[src/dets_defines.svh]
`ifndef DETS_DEFINES_SVH
`define DETS_DEFINES_SVH

// ---------------------------------------------------------------------------
// Register map, configuration space byte offsets (dword aligned)
// ---------------------------------------------------------------------------
`define DETS_FLAGS_OFS 8'hDC
`define DETS_PBCTL_OFS 8'hE0
`define DETS_HLCTL_OFS 8'hE4

// ---------------------------------------------------------------------------
// Reset values and field layout
// ---------------------------------------------------------------------------
`define DETS_FLAGS_RST 16'h0000
`define DETS_PBCTL_RST 32'h0020_0000
`define DETS_PBCTL_FIXED 32'h0020_0000
`define DETS_PBCTL_RSVD_MASK 32'hFFFB_FFFF
`define DETS_POISON_BIT 18
`define DETS_POISON_LANE 2
`define DETS_DED_SEL_BIT 2
`define DETS_DWORD_LSB 2

`endif

[src/dets_pkg.sv]
package dets_pkg;

  typedef logic [15:0] dets_flags_t;
  typedef logic [15:0] dets_count_t;
  typedef logic [31:0] dets_word_t;

endpackage

[src/dets_top.sv]
`timescale 1ns/10ps
`default_nettype none
`include "dets_defines.svh"

module dets_top
  import dets_pkg::*;
#(
  parameter int DATA_W = 64
)
(
  input wire logic clk,
  input wire logic arst_n,
  input wire logic warm_rst,
  input wire logic [7:0] cfg_addr,
  input wire logic cfg_wr,
  input wire logic cfg_rd,
  input wire logic [3:0] cfg_be,
  input wire logic [31:0] cfg_wdata,
  output logic [31:0] cfg_rdata,
  output logic cfg_rvalid,
  input wire logic [15:0][15:0] err_count,
  input wire logic [15:0] single_bit_corrected_threshold,
  input wire logic [15:0] uncorrectable_threshold_value,
  input wire logic in_valid,
  input wire logic [DATA_W-1:0] in_data,
  input wire logic in_parity_err,
  output logic out_valid,
  output logic [DATA_W-1:0] out_data,
  output logic out_poison,
  output logic [15:0] flags_out
);

  // -------------------------------------------------------------------------
  // Decode helpers
  // -------------------------------------------------------------------------
  function automatic logic hits_reg(input logic [7:0] a, input logic [7:0] ofs);
    hits_reg = (a[7:`DETS_DWORD_LSB] == ofs[7:`DETS_DWORD_LSB]);
  endfunction

  function automatic logic over_thr(input dets_count_t cnt, input dets_count_t thr);
    over_thr = (cnt > thr);
  endfunction

  dets_flags_t flags_reg, flags_next;
  dets_flags_t hit;
  dets_flags_t clr;
  logic poison_en_reg, poison_en_next;
  dets_word_t rdata_reg, rdata_next;
  logic rvalid_reg, rvalid_next;
  logic ovalid_reg, ovalid_next;
  logic [DATA_W-1:0] odata_reg, odata_next;
  logic opoison_reg, opoison_next;

  // -------------------------------------------------------------------------
  // Threshold compare per counter
  // -------------------------------------------------------------------------
  genvar gi;
  generate
    for (gi = 0; gi < 16; gi++)
    begin : g_cmp
      // Index bit 2 selects the uncorrectable half of each channel
      localparam bit IS_DED = bit'((gi >> `DETS_DED_SEL_BIT) & 1);
      // Strict greater-than: a count sitting on its threshold is no event
      always_comb
      begin
        if (IS_DED)
          hit[gi] = over_thr(err_count[gi], uncorrectable_threshold_value);
        else
          hit[gi] = over_thr(err_count[gi], single_bit_corrected_threshold);
      end
    end
  endgenerate

  // -------------------------------------------------------------------------
  // Next state
  // -------------------------------------------------------------------------
  always_comb
  begin
    clr = '0;
    if (cfg_wr && hits_reg(cfg_addr, `DETS_FLAGS_OFS))
      clr = cfg_wdata[15:0] & {{8{cfg_be[1]}}, {8{cfg_be[0]}}};
    // A new hit beats a clear in the same cycle so no event is lost
    flags_next = (flags_reg & ~clr) | hit;

    // Ordinary reset drops the enable; the sticky flags ride through it
    poison_en_next = poison_en_reg;
    if (warm_rst)
      poison_en_next = 1'b0;
    else if (cfg_wr && hits_reg(cfg_addr, `DETS_PBCTL_OFS) && cfg_be[`DETS_POISON_LANE])
      poison_en_next = cfg_wdata[`DETS_POISON_BIT];

    // Unmapped offsets, the host link control among them, read as zero
    rvalid_next = cfg_rd;
    rdata_next = '0;
    if (cfg_rd)
    begin
      if (hits_reg(cfg_addr, `DETS_FLAGS_OFS))
        rdata_next = {16'h0000, flags_reg};
      else if (hits_reg(cfg_addr, `DETS_PBCTL_OFS))
      begin
        rdata_next = `DETS_PBCTL_FIXED;
        rdata_next[`DETS_POISON_BIT] = poison_en_reg;
      end
    end

    ovalid_next = in_valid;
    odata_next = in_data;
    opoison_next = in_valid && in_parity_err && poison_en_reg;
  end

  // -------------------------------------------------------------------------
  // Sticky flags: only the power-good reset or a write of one clears them
  // -------------------------------------------------------------------------
  always_ff @(posedge clk or negedge arst_n)
  begin
    if (!arst_n)
      flags_reg <= `DETS_FLAGS_RST;
    else
      flags_reg <= flags_next;
  end

  // -------------------------------------------------------------------------
  // Control, read port and data path
  // -------------------------------------------------------------------------
  always_ff @(posedge clk or negedge arst_n)
  begin
    if (!arst_n)
    begin
      poison_en_reg <= 1'(`DETS_PBCTL_RST >> `DETS_POISON_BIT);
      rdata_reg <= '0;
      rvalid_reg <= 1'b0;
      ovalid_reg <= 1'b0;
      odata_reg <= '0;
      opoison_reg <= 1'b0;
    end
    else
    begin
      poison_en_reg <= poison_en_next;
      rdata_reg <= rdata_next;
      rvalid_reg <= rvalid_next;
      ovalid_reg <= ovalid_next;
      odata_reg <= odata_next;
      opoison_reg <= opoison_next;
    end
  end

  assign cfg_rdata = rdata_reg;
  assign cfg_rvalid = rvalid_reg;
  assign out_valid = ovalid_reg;
  assign out_data = odata_reg;
  assign out_poison = opoison_reg;
  assign flags_out = flags_reg;
endmodule

`default_nettype wire

[config.mk]
export PLATFORM = sky130hd
export DESIGN_NAME = dets_top
export DESIGN_NICKNAME = d
export VERILOG_FILES = /design/src/dets_pkg.sv /design/src/dets_top.sv
export VERILOG_INCLUDE_DIRS = /design/src /design/src/src
export SDC_FILE = /design/constraint.sdc
export NUM_CORES = 1
export LEC_CHECK = 0
export BUFFER_PORTS_ARGS = -buffer_cell sky130_fd_sc_hd__buf_2
export CELL_PAD_IN_SITES_DETAIL_PLACEMENT = 1
export CELL_PAD_IN_SITES_GLOBAL_PLACEMENT = 2
export CORE_AREA = 5 5 201 203
export DETAILED_ROUTE_END_ITERATION = 7
export DIE_AREA = 0 0 206 208
export GPL_TIMING_DRIVEN = 0
export PLACE_DENSITY_LB_ADDON = 0.1
export SLEW_MARGIN = 0
export SYNTH_ARGS = -nofsm -noshare
export SYNTH_HDL_FRONTEND = slang
export SYNTH_SLANG_ARGS = --single-unit
[constraint.sdc]
create_clock -name clk -period 0.9 [get_ports clk]
set_input_delay 0.135 -clock clk [delete_from_list [all_inputs] [get_ports clk]]
set_output_delay 0.135 -clock clk [all_outputs]
set_load 0.1 [all_outputs]
==> results by group, run 1 <==
Outcome
  – Outcome: complete, but fails checks
  – Failing checks: negative hold slack, negative setup slack

Finish
  – Multi-input logic area: about 0.008 mm^2
  – Final net count: around 2200
  – Max reg flops: 64
  – Filler Cell Count: ~4200
  – Finished Layout Cells: around 2100
  – Final core utilization: 0.4576
  – FF+latch area: roughly 0.0027 mm^2
  – Share of layout cells above drive strength 1: 0.6201
  – P&R area growth vs syn: 94.00%

Die
  – Starting Density: 0.2359
  – Die height: 208 um
  – Die Wd: 206 um
  – Core Area: about 0.038 mm^2
  – Row cnt: 72
  – I/O Pins: 518
  – Die area: 0.04285 mm^2

Setup path
  – CP required: 1.13 ns
  – Worst Setup SP: uncorrectable_threshold_value[15]
  – Worst setup SP type: input port
  – Crit path max fanout: 8
  – Reg-to-reg setup timing slack: -0.13 ns
  – Crit path DAT: 1.68 ns
  – Critical path capture point type: flop
  – Setup Crit Path Kind: input port to flop
  – Worst reg2reg path startpoint: flags_out[5]
  – R2R cell count: 4
  – RR Endpoint: flags_out[5]

Clocking
  – Clock transition at path regs: 0.08 ns
  – Clk root buf: clkbuf_16
  – Number of clock sinks: 102
  – Max clock buf depth: 2
  – Clk Latency, worst-skew pair: 0.35 ns
  – CTS buffer count: 9
  – Post-CTS Hold Fix Bufs: 67
  – CTS HTree Levels: 3
  – CTS tree: done

Timing
  – Hold WS: -0.2192 ns
  – Minimum clock period: about 1.4 ns
  – Final Max Tran Viols: 0
  – Setup WS post-layout: -0.5459 ns
  – Final Hold Viols: 39
  – Worst relative slew slack: 0.5605
  – Fmax: about 690 MHz
  – Fin crit share: 1.607
  – Clk_skew: 0.005825 ns
  – RSZ-0062 raised after global routing: yes
  – Worst-margin pin slew: 0.6523 ns
  – Setup-failing EPs final: 118

Job
  – Max-cap violation count: 0

GRT
  – Initial antenna violation count: 36
  – Largest net degree at the start of global routing: 64
  – Vias in the first global route: around 11000
  – Total GRT Usage: 0.2044
  – First-pass GRT wire length: 66360 um
  – Total gr overflow: 0

Placed design
  – Gpl congestion: 0.8086
  – Placed cell count: 1894
  – Post-Place Setup Slack: -1.487 ns
  – Port Buf Inserts: 485
  – Post-detail-place hpwl: ~37000 um

Power and ir drop
  – Worst vdd ir: 0.6863 mV
  – Sw Pwr: 6.510 mW
  – Logic pwr share: 0.464
  – Switching Fraction: 0.3928
  – Leak: 7.654 nW
  – Power share of the clock group: 0.241
  – Sequential share of power: 0.294
  – Power Internal: 10.07 mW
  – Cell Pwr Density: 946.1 mW/mm^2
  – Pwr Total: 16.58 mW

Route
  – Residual DRC: 0
  – Detailed-route wire length per cell: 22.37 um
  – Final wirelength: 46350 um
  – Total iterations of the first detailed-routing run: 5
  – Final antenna-violating net count: 0
  – 1st-iter DRT viols: 189
  – Via density: 4.635
  – Via count: 9603

Synthesis
  – Ranking of synthesized cells by area: ha_1 35%, dfrtp_1 28%, a21oi_1 5.1%
  – Top cell type's share of synthesized area: 0.3547
  – Synthesis Warnings: 0
  – Post-synthesis area per instance: 10.30 um^2
  – Cell variety after synth: 35
  – Seq/Total Area, Yosys: 0.2826
  – Number of synthesized flops with an enable pin: 0
  – Gate Count Post-Synth: between 800 and 900
  – #FFs+latches synth: 102
  – Area leader, netlist: ha_1
  – Prevailing post-synth register cell: dfrtp_1
  – Cell area after synthesis: between 0.009 and 0.01 mm^2
  – Ys async rst share: 1.000

Hold path
  – Hold WC Path Type: input port to asynchronous set/reset pin
cells in the mapped netlist, types with 8 or more instances:
library cell and count:
a2111oi_2 8, a21o_1 20, a21oi_1 92, and3_1 13, and4_1 9, buf_4 14, dfrtp_1 102, ha_1 256
inv_1 62, nand2_1 60, nand3_2 8, nand3_4 9, nand4_1 32, nor2_1 13, nor2b_1 16, nor4_1 20
o211ai_1 9, o21ai_0 44, o21ai_1 32
placed cells by master (no fill, tap or decap), drive strengths merged, types with 20 or more instances in the layout:
cell	count
nand3	23
nand2	60
dfrtp	102
o21ai	76
nor4	20
nand4	33
a2111oi	28
ha	256
buf	581
a21oi	92
dlygate4sd3	67
inv	37
a21o	20
clkinvlp	30
metal layers:
metal | global-route usage | part of all wire | up-vias
met5 | 0 | 0.0066 | -
met4 | 0.04130 | 0.015 | 46
met3 | 0.07085 | 0.078 | 75
met2 | 0.3865 | 0.53 | 270
met1 | 0.2180 | 0.37 | 4553
li1 | - | - | 4659
metrics by stage:
| step | TNS, ns | area, um^2 |
|---|---|---|
| floorplan | -12.55 | 9304 |
| global placement | -208.62 | 12380 |
| detailed placement | -30.14 | 12410 |
| CTS | -27.92 | 16670 |
| global route | -30.23 | 17510 |
| finish | -26.10 | 17520 |
worst max-delay path, stage by stage:
cell	delay, ns
buf_8	0.07
clkinvlp_4	0.08
buf_12	0.16
ha_4	0.25
and4_4	0.21
nand3_4	0.10
buf_6	0.12
nor2_4	0.03
a2111oi_4	0.42
o21ai_1	0.09
what timing repair did:
action	in CTS	in global routing
buffers inserted	63	18
pin swaps	98	77
gates resized for setup	506	111
hold endpoints to repair	106	39
setup endpoints to repair	128	129
gates cloned	0	1
cell families (layout without fill, tap and decap cells):
| kind of cell | Yosys count | in the layout | share of synthesized area |
|---|---|---|---|
| fa+ha+maj | 256 | 256 | 0.3547 |
| other cells | 1 | 28 | 0.0004152 |
| simple gates | 203 | 203 | 0.1437 |
| buf+inv | 78 | 728 | 0.03907 |
| compound gates | 236 | 236 | 0.1784 |
| mux | 1 | 1 | 0.001108 |
| flops | 102 | 102 | 0.2826 |
power by group through the flow:
stage          clock (mW)  sequential [mW]  combinational (mW)
2_1_floorplan           0             6.09                2.39
3_3_place_gp            0             4.89                5.48
3_5_place_dp            0             4.89                5.59
4_1_cts              4.12             4.86                7.29
5_1_grt              4.34             4.89                8.38
6_report             4.00             4.88                7.70
area by class of cell:
type	instances	area share
diodes	14	0.002000
plain buffers	16	0.007070
clock buffers	9	0.01285
clock inverters	7	0.004142
inverters	62	0.01950
multi-input cells	710	0.4576
flip-flops and latches	102	0.1534
well taps	518	0.03699
repair buffers	634	0.3064
how the worst max path moves through the flow:
stage / slack (ns) / to / depth (start not counted)
5_1_grt: -0.58 / flags_out[0] / 10
3_5_place_dp: -1.49 / flags_out[11] / 8
6_report: -0.55 / flags_out[14] / 10
2_1_floorplan: -0.60 / flags_out[10] / 7
4_1_cts: -0.49 / flags_out[11] / 9
3_3_place_gp: -1.94 / flags_out[4] / 1
(Power assumes the default switching activity.)
==> run 2, diff against run 1 <==
==> constraint.sdc (replaced) <==
create_clock -name clk -period 0.9 [get_ports clk]
set_input_delay 0.18 -clock clk [delete_from_list [all_inputs] [get_ports clk]]
set_output_delay 0.18 -clock clk [all_outputs]
set_load 0.1 [all_outputs]
==> run 2 against run 1 <==
- the flow still finishes with violations (negative hold slack, negative setup slack)
- register-to-register slack better by 0.11 ns
- combinational power grew 2%
- global-route usage grew 0.33 points
- maximum frequency decreased by 0.13%
- critical path depth fell by 1
- sequential cell count unchanged
- worst setup slack lost 0.0018 ns
- highest routed layer unchanged
==> results by group, run 2 (synthesis results as in run 1) <==
Outcome
  – Outcome: complete, but fails checks
  – Failing checks: negative hold slack, negative setup slack

Clocking
  – CTS HTree Levels: 3 (unchanged)
  – Clock transition at path regs: 0.09 ns (about the same)
  – CTS buffer count: 9 (unchanged)
  – Max clock buf depth: 2 (unchanged)
  – Number of clock sinks: 102 (unchanged)
  – Clk root buf: clkbuf_16
  – Clk Latency, worst-skew pair: 0.36 ns (about the same)
  – Post-CTS Hold Fix Bufs: 66 (-1.5%)
  – CTS tree: done

Placed design
  – Post-detail-place hpwl: 36690 um (-0.60%)
  – Post-Place Setup Slack: -1.360 ns (+0.1270 ns)
  – Port Buf Inserts: 485 (unchanged)
  – Placed Area: 0.01239 mm^2 (-0.15%)
  – Gpl congestion: 0.7900 (-2.3%)

Power and ir drop
  – Leak: 7.684 nW (+0.38%)
  – Sw Pwr: 6.684 mW (+2.7%)
  – Power share of the clock group: 0.257 (+0.016)
  – Worst vdd ir: 0.7641 mV (+11%)
  – Pwr Total: 17.14 mW (+3.4%)
  – Cell Pwr Density: 962.4 mW/mm^2 (+1.7%)
  – Switching Fraction: 0.3899 (-0.002903)
  – Logic pwr share: 0.459 (-0.005)
  – Sequential share of power: 0.284 (-0.010)
  – Power Internal: 10.46 mW (+3.9%)

Setup path
  – Worst setup SP type: input port
  – Most used cell, CP: o21ai_1
  – Crit path DAT: 1.70 ns (+0.02 ns)
  – CP delay by family, top: compound AO/OA/AOI/OAI gates
  – CP required: 1.15 ns (+0.02 ns)
  – Crit path max fanout: 8 (unchanged)
  – Critical path capture point type: flop
  – Worst path cell trace: buf_2 > clkinvlp_4 > buf_12 > ha_4 > a21o_1 > a21oi_4 > o21ai_1 > a2111oi_2 > o21ai_1
  – Slowest stage delay, CP: 0.35 ns (-0.07 ns)
  – Setup Crit Path Kind: input port to flop
  – Buf/Inv on CP: 3 (-1)
  – CP max stage cell: a2111oi_2

Route
  – Total iterations of the first detailed-routing run: 4 (-1)
  – 1st-iter DRT viols: 230 (+22%)
  – Detailed-route wire length per cell: 22.42 um (+0.22%)
  – Residual DRC: 0 (unchanged)
  – Via count: 9704 (+1.1%)
  – Final wirelength: 46670 um (+0.70%)
  – Final antenna-violating net count: 0 (unchanged)
  – Via density: 4.661 (+0.57%)

Timing
  – RSZ-0062 raised after global routing: yes
  – Fmax: 690.8 MHz (-0.13%)
  – Final Max Tran Viols: 0 (unchanged)
  – Worst relative slew slack: 0.5434 (-0.01715)
  – Minimum clock period: 1.448 ns (+0.001840 ns)
  – Hold WS: -0.1428 ns (+0.07638 ns)
  – Final Hold Viols: 47 (+21%)
  – Clk_skew: 0.007437 ns (+0.001612 ns)
  – Fin crit share: 1.609 (+0.002044)
  – Setup-failing EPs final: 117 (-0.85%)
  – Worst-margin pin slew: 0.6849 ns (+0.03262 ns)
  – Setup WS post-layout: -0.5477 ns (-0.001840 ns)

GRT
  – Largest net degree at the start of global routing: 56 (-13%)
  – Total gr overflow: 0 (unchanged)
  – First-pass GRT wire length: 67500 um (+1.7%)
  – Initial antenna violation count: 33 (-8.3%)
  – Total GRT Usage: 0.2077 (+0.003261)
  – Vias in the first global route: 10862 (-0.0092%)

Hold path
  – Hold WC Path Type: input port to asynchronous set/reset pin

Finish
  – Most frequent cells in the layout: 364 x buf_2, 144 x ha_1, 109 x ha_4
  – Final net count: 2200 (+0.27%)
  – Filler Cell Count: 4227 (+1.4%)
  – P&R area growth vs syn: 97.23%
  – Commonest non-fill, non-tap cell in the layout: buf_2
  – Design area: 0.01781 mm^2 (+1.7%)
  – Share of layout cells above drive strength 1: 0.6436 (+0.02347)
  – Max reg flops: 64 (unchanged)

Die
  – I/O Pins: 518 (unchanged)
  – Starting Density: 0.2359 (unchanged)
  – Die height: 208 um (unchanged)
  – Die Wd: 206 um (unchanged)
  – Core Area: 0.03829 mm^2 (unchanged)
  – Row cnt: 72 (unchanged)
  – Die area: 0.04285 mm^2 (unchanged)

Job
  – Max-cap violation count: 0 (unchanged)
## run 2: path summary, 6_finish.rpt
kind / slack (ns) / endpoint / depth (start not counted) / startpoint
setup / recovery: -0.55 / flags_out[14] / 9 / uncorrectable_threshold_value[11]
hold / removal: -0.14 / out_data[14] / 1 / arst_n
setup reg to reg: -0.02 / flags_out[2] / 3 / flags_out[2]
hold reg to reg: 0.54 / out_poison / 1 / poison_en_reg
max in group asynchronous: 0.29 / flags_out[2] / 2 / arst_n
min in group clk: 0.06 / cfg_rvalid / 1 / cfg_rd
## run 2: final cells by class
cell class / count / area [um^2] / area share
Antenna cell: 18 / 45.04 / 0.002529
Multi-Input combinational cell: 710 / 8297 / 0.4658
Timing Repair Buffer: 641 / 5358 / 0.3008
Sequential cell: 102 / 2689 / 0.1510
Clock inverter: 7 / 95.09 / 0.005339
Inverter: 62 / 345.3 / 0.01939
Tap cell: 518 / 648.1 / 0.03639
Buffer: 15 / 110.1 / 0.006182
Clock buffer: 9 / 225.2 / 0.01264
## run 2: timing repair
item / CTS / global route
setup endpoints to repair: 135 / 131
setup buffers: 68 / 23
endpoints found under the hold margin: 113 / 47
gates resized for setup: 506 / 149
pin swaps: 88 / 76
## run 2: per-layer routing
metal / global-route usage / vias to the layer above / part of all wire
met5: 0 / - / 0.0045
met3: 0.06571 / 70 / 0.081
met2: 0.3956 / 297 / 0.54
met4: 0.04337 / 34 / 0.017
met1: 0.2223 / 4632 / 0.36
li1: - / 4671 / -
## run 2: power groups by stage
stage / registers, mW / clock network (mW) / logic, mW
after CTS: 4.85 / 4.56 / 7.27
after detailed placement: 4.89 / 0 / 5.55
final: 4.87 / 4.41 / 7.86
after global routing: 4.89 / 4.75 / 8.56
after global placement: 4.89 / 0 / 5.43
after floorplan: 6.09 / 0 / 2.39
## run 2: per-stage QoR
step / utilization / hold slack (ns) / setup TNS [ns] / instances
after floorplan: - / -0.1156 / -13.59 / 890
after global placement: 0.3228 / 0.2878 / -221.02 / 1893
after detailed placement: 0.3236 / 0.2619 / -39.33 / 1894
after CTS: 0.4349 / -0.1337 / -33.36 / 2043
after global routing: 0.4648 / -0.1071 / -35.92 / 2075
final: 0.4652 / -0.1428 / -31.43 / 2082
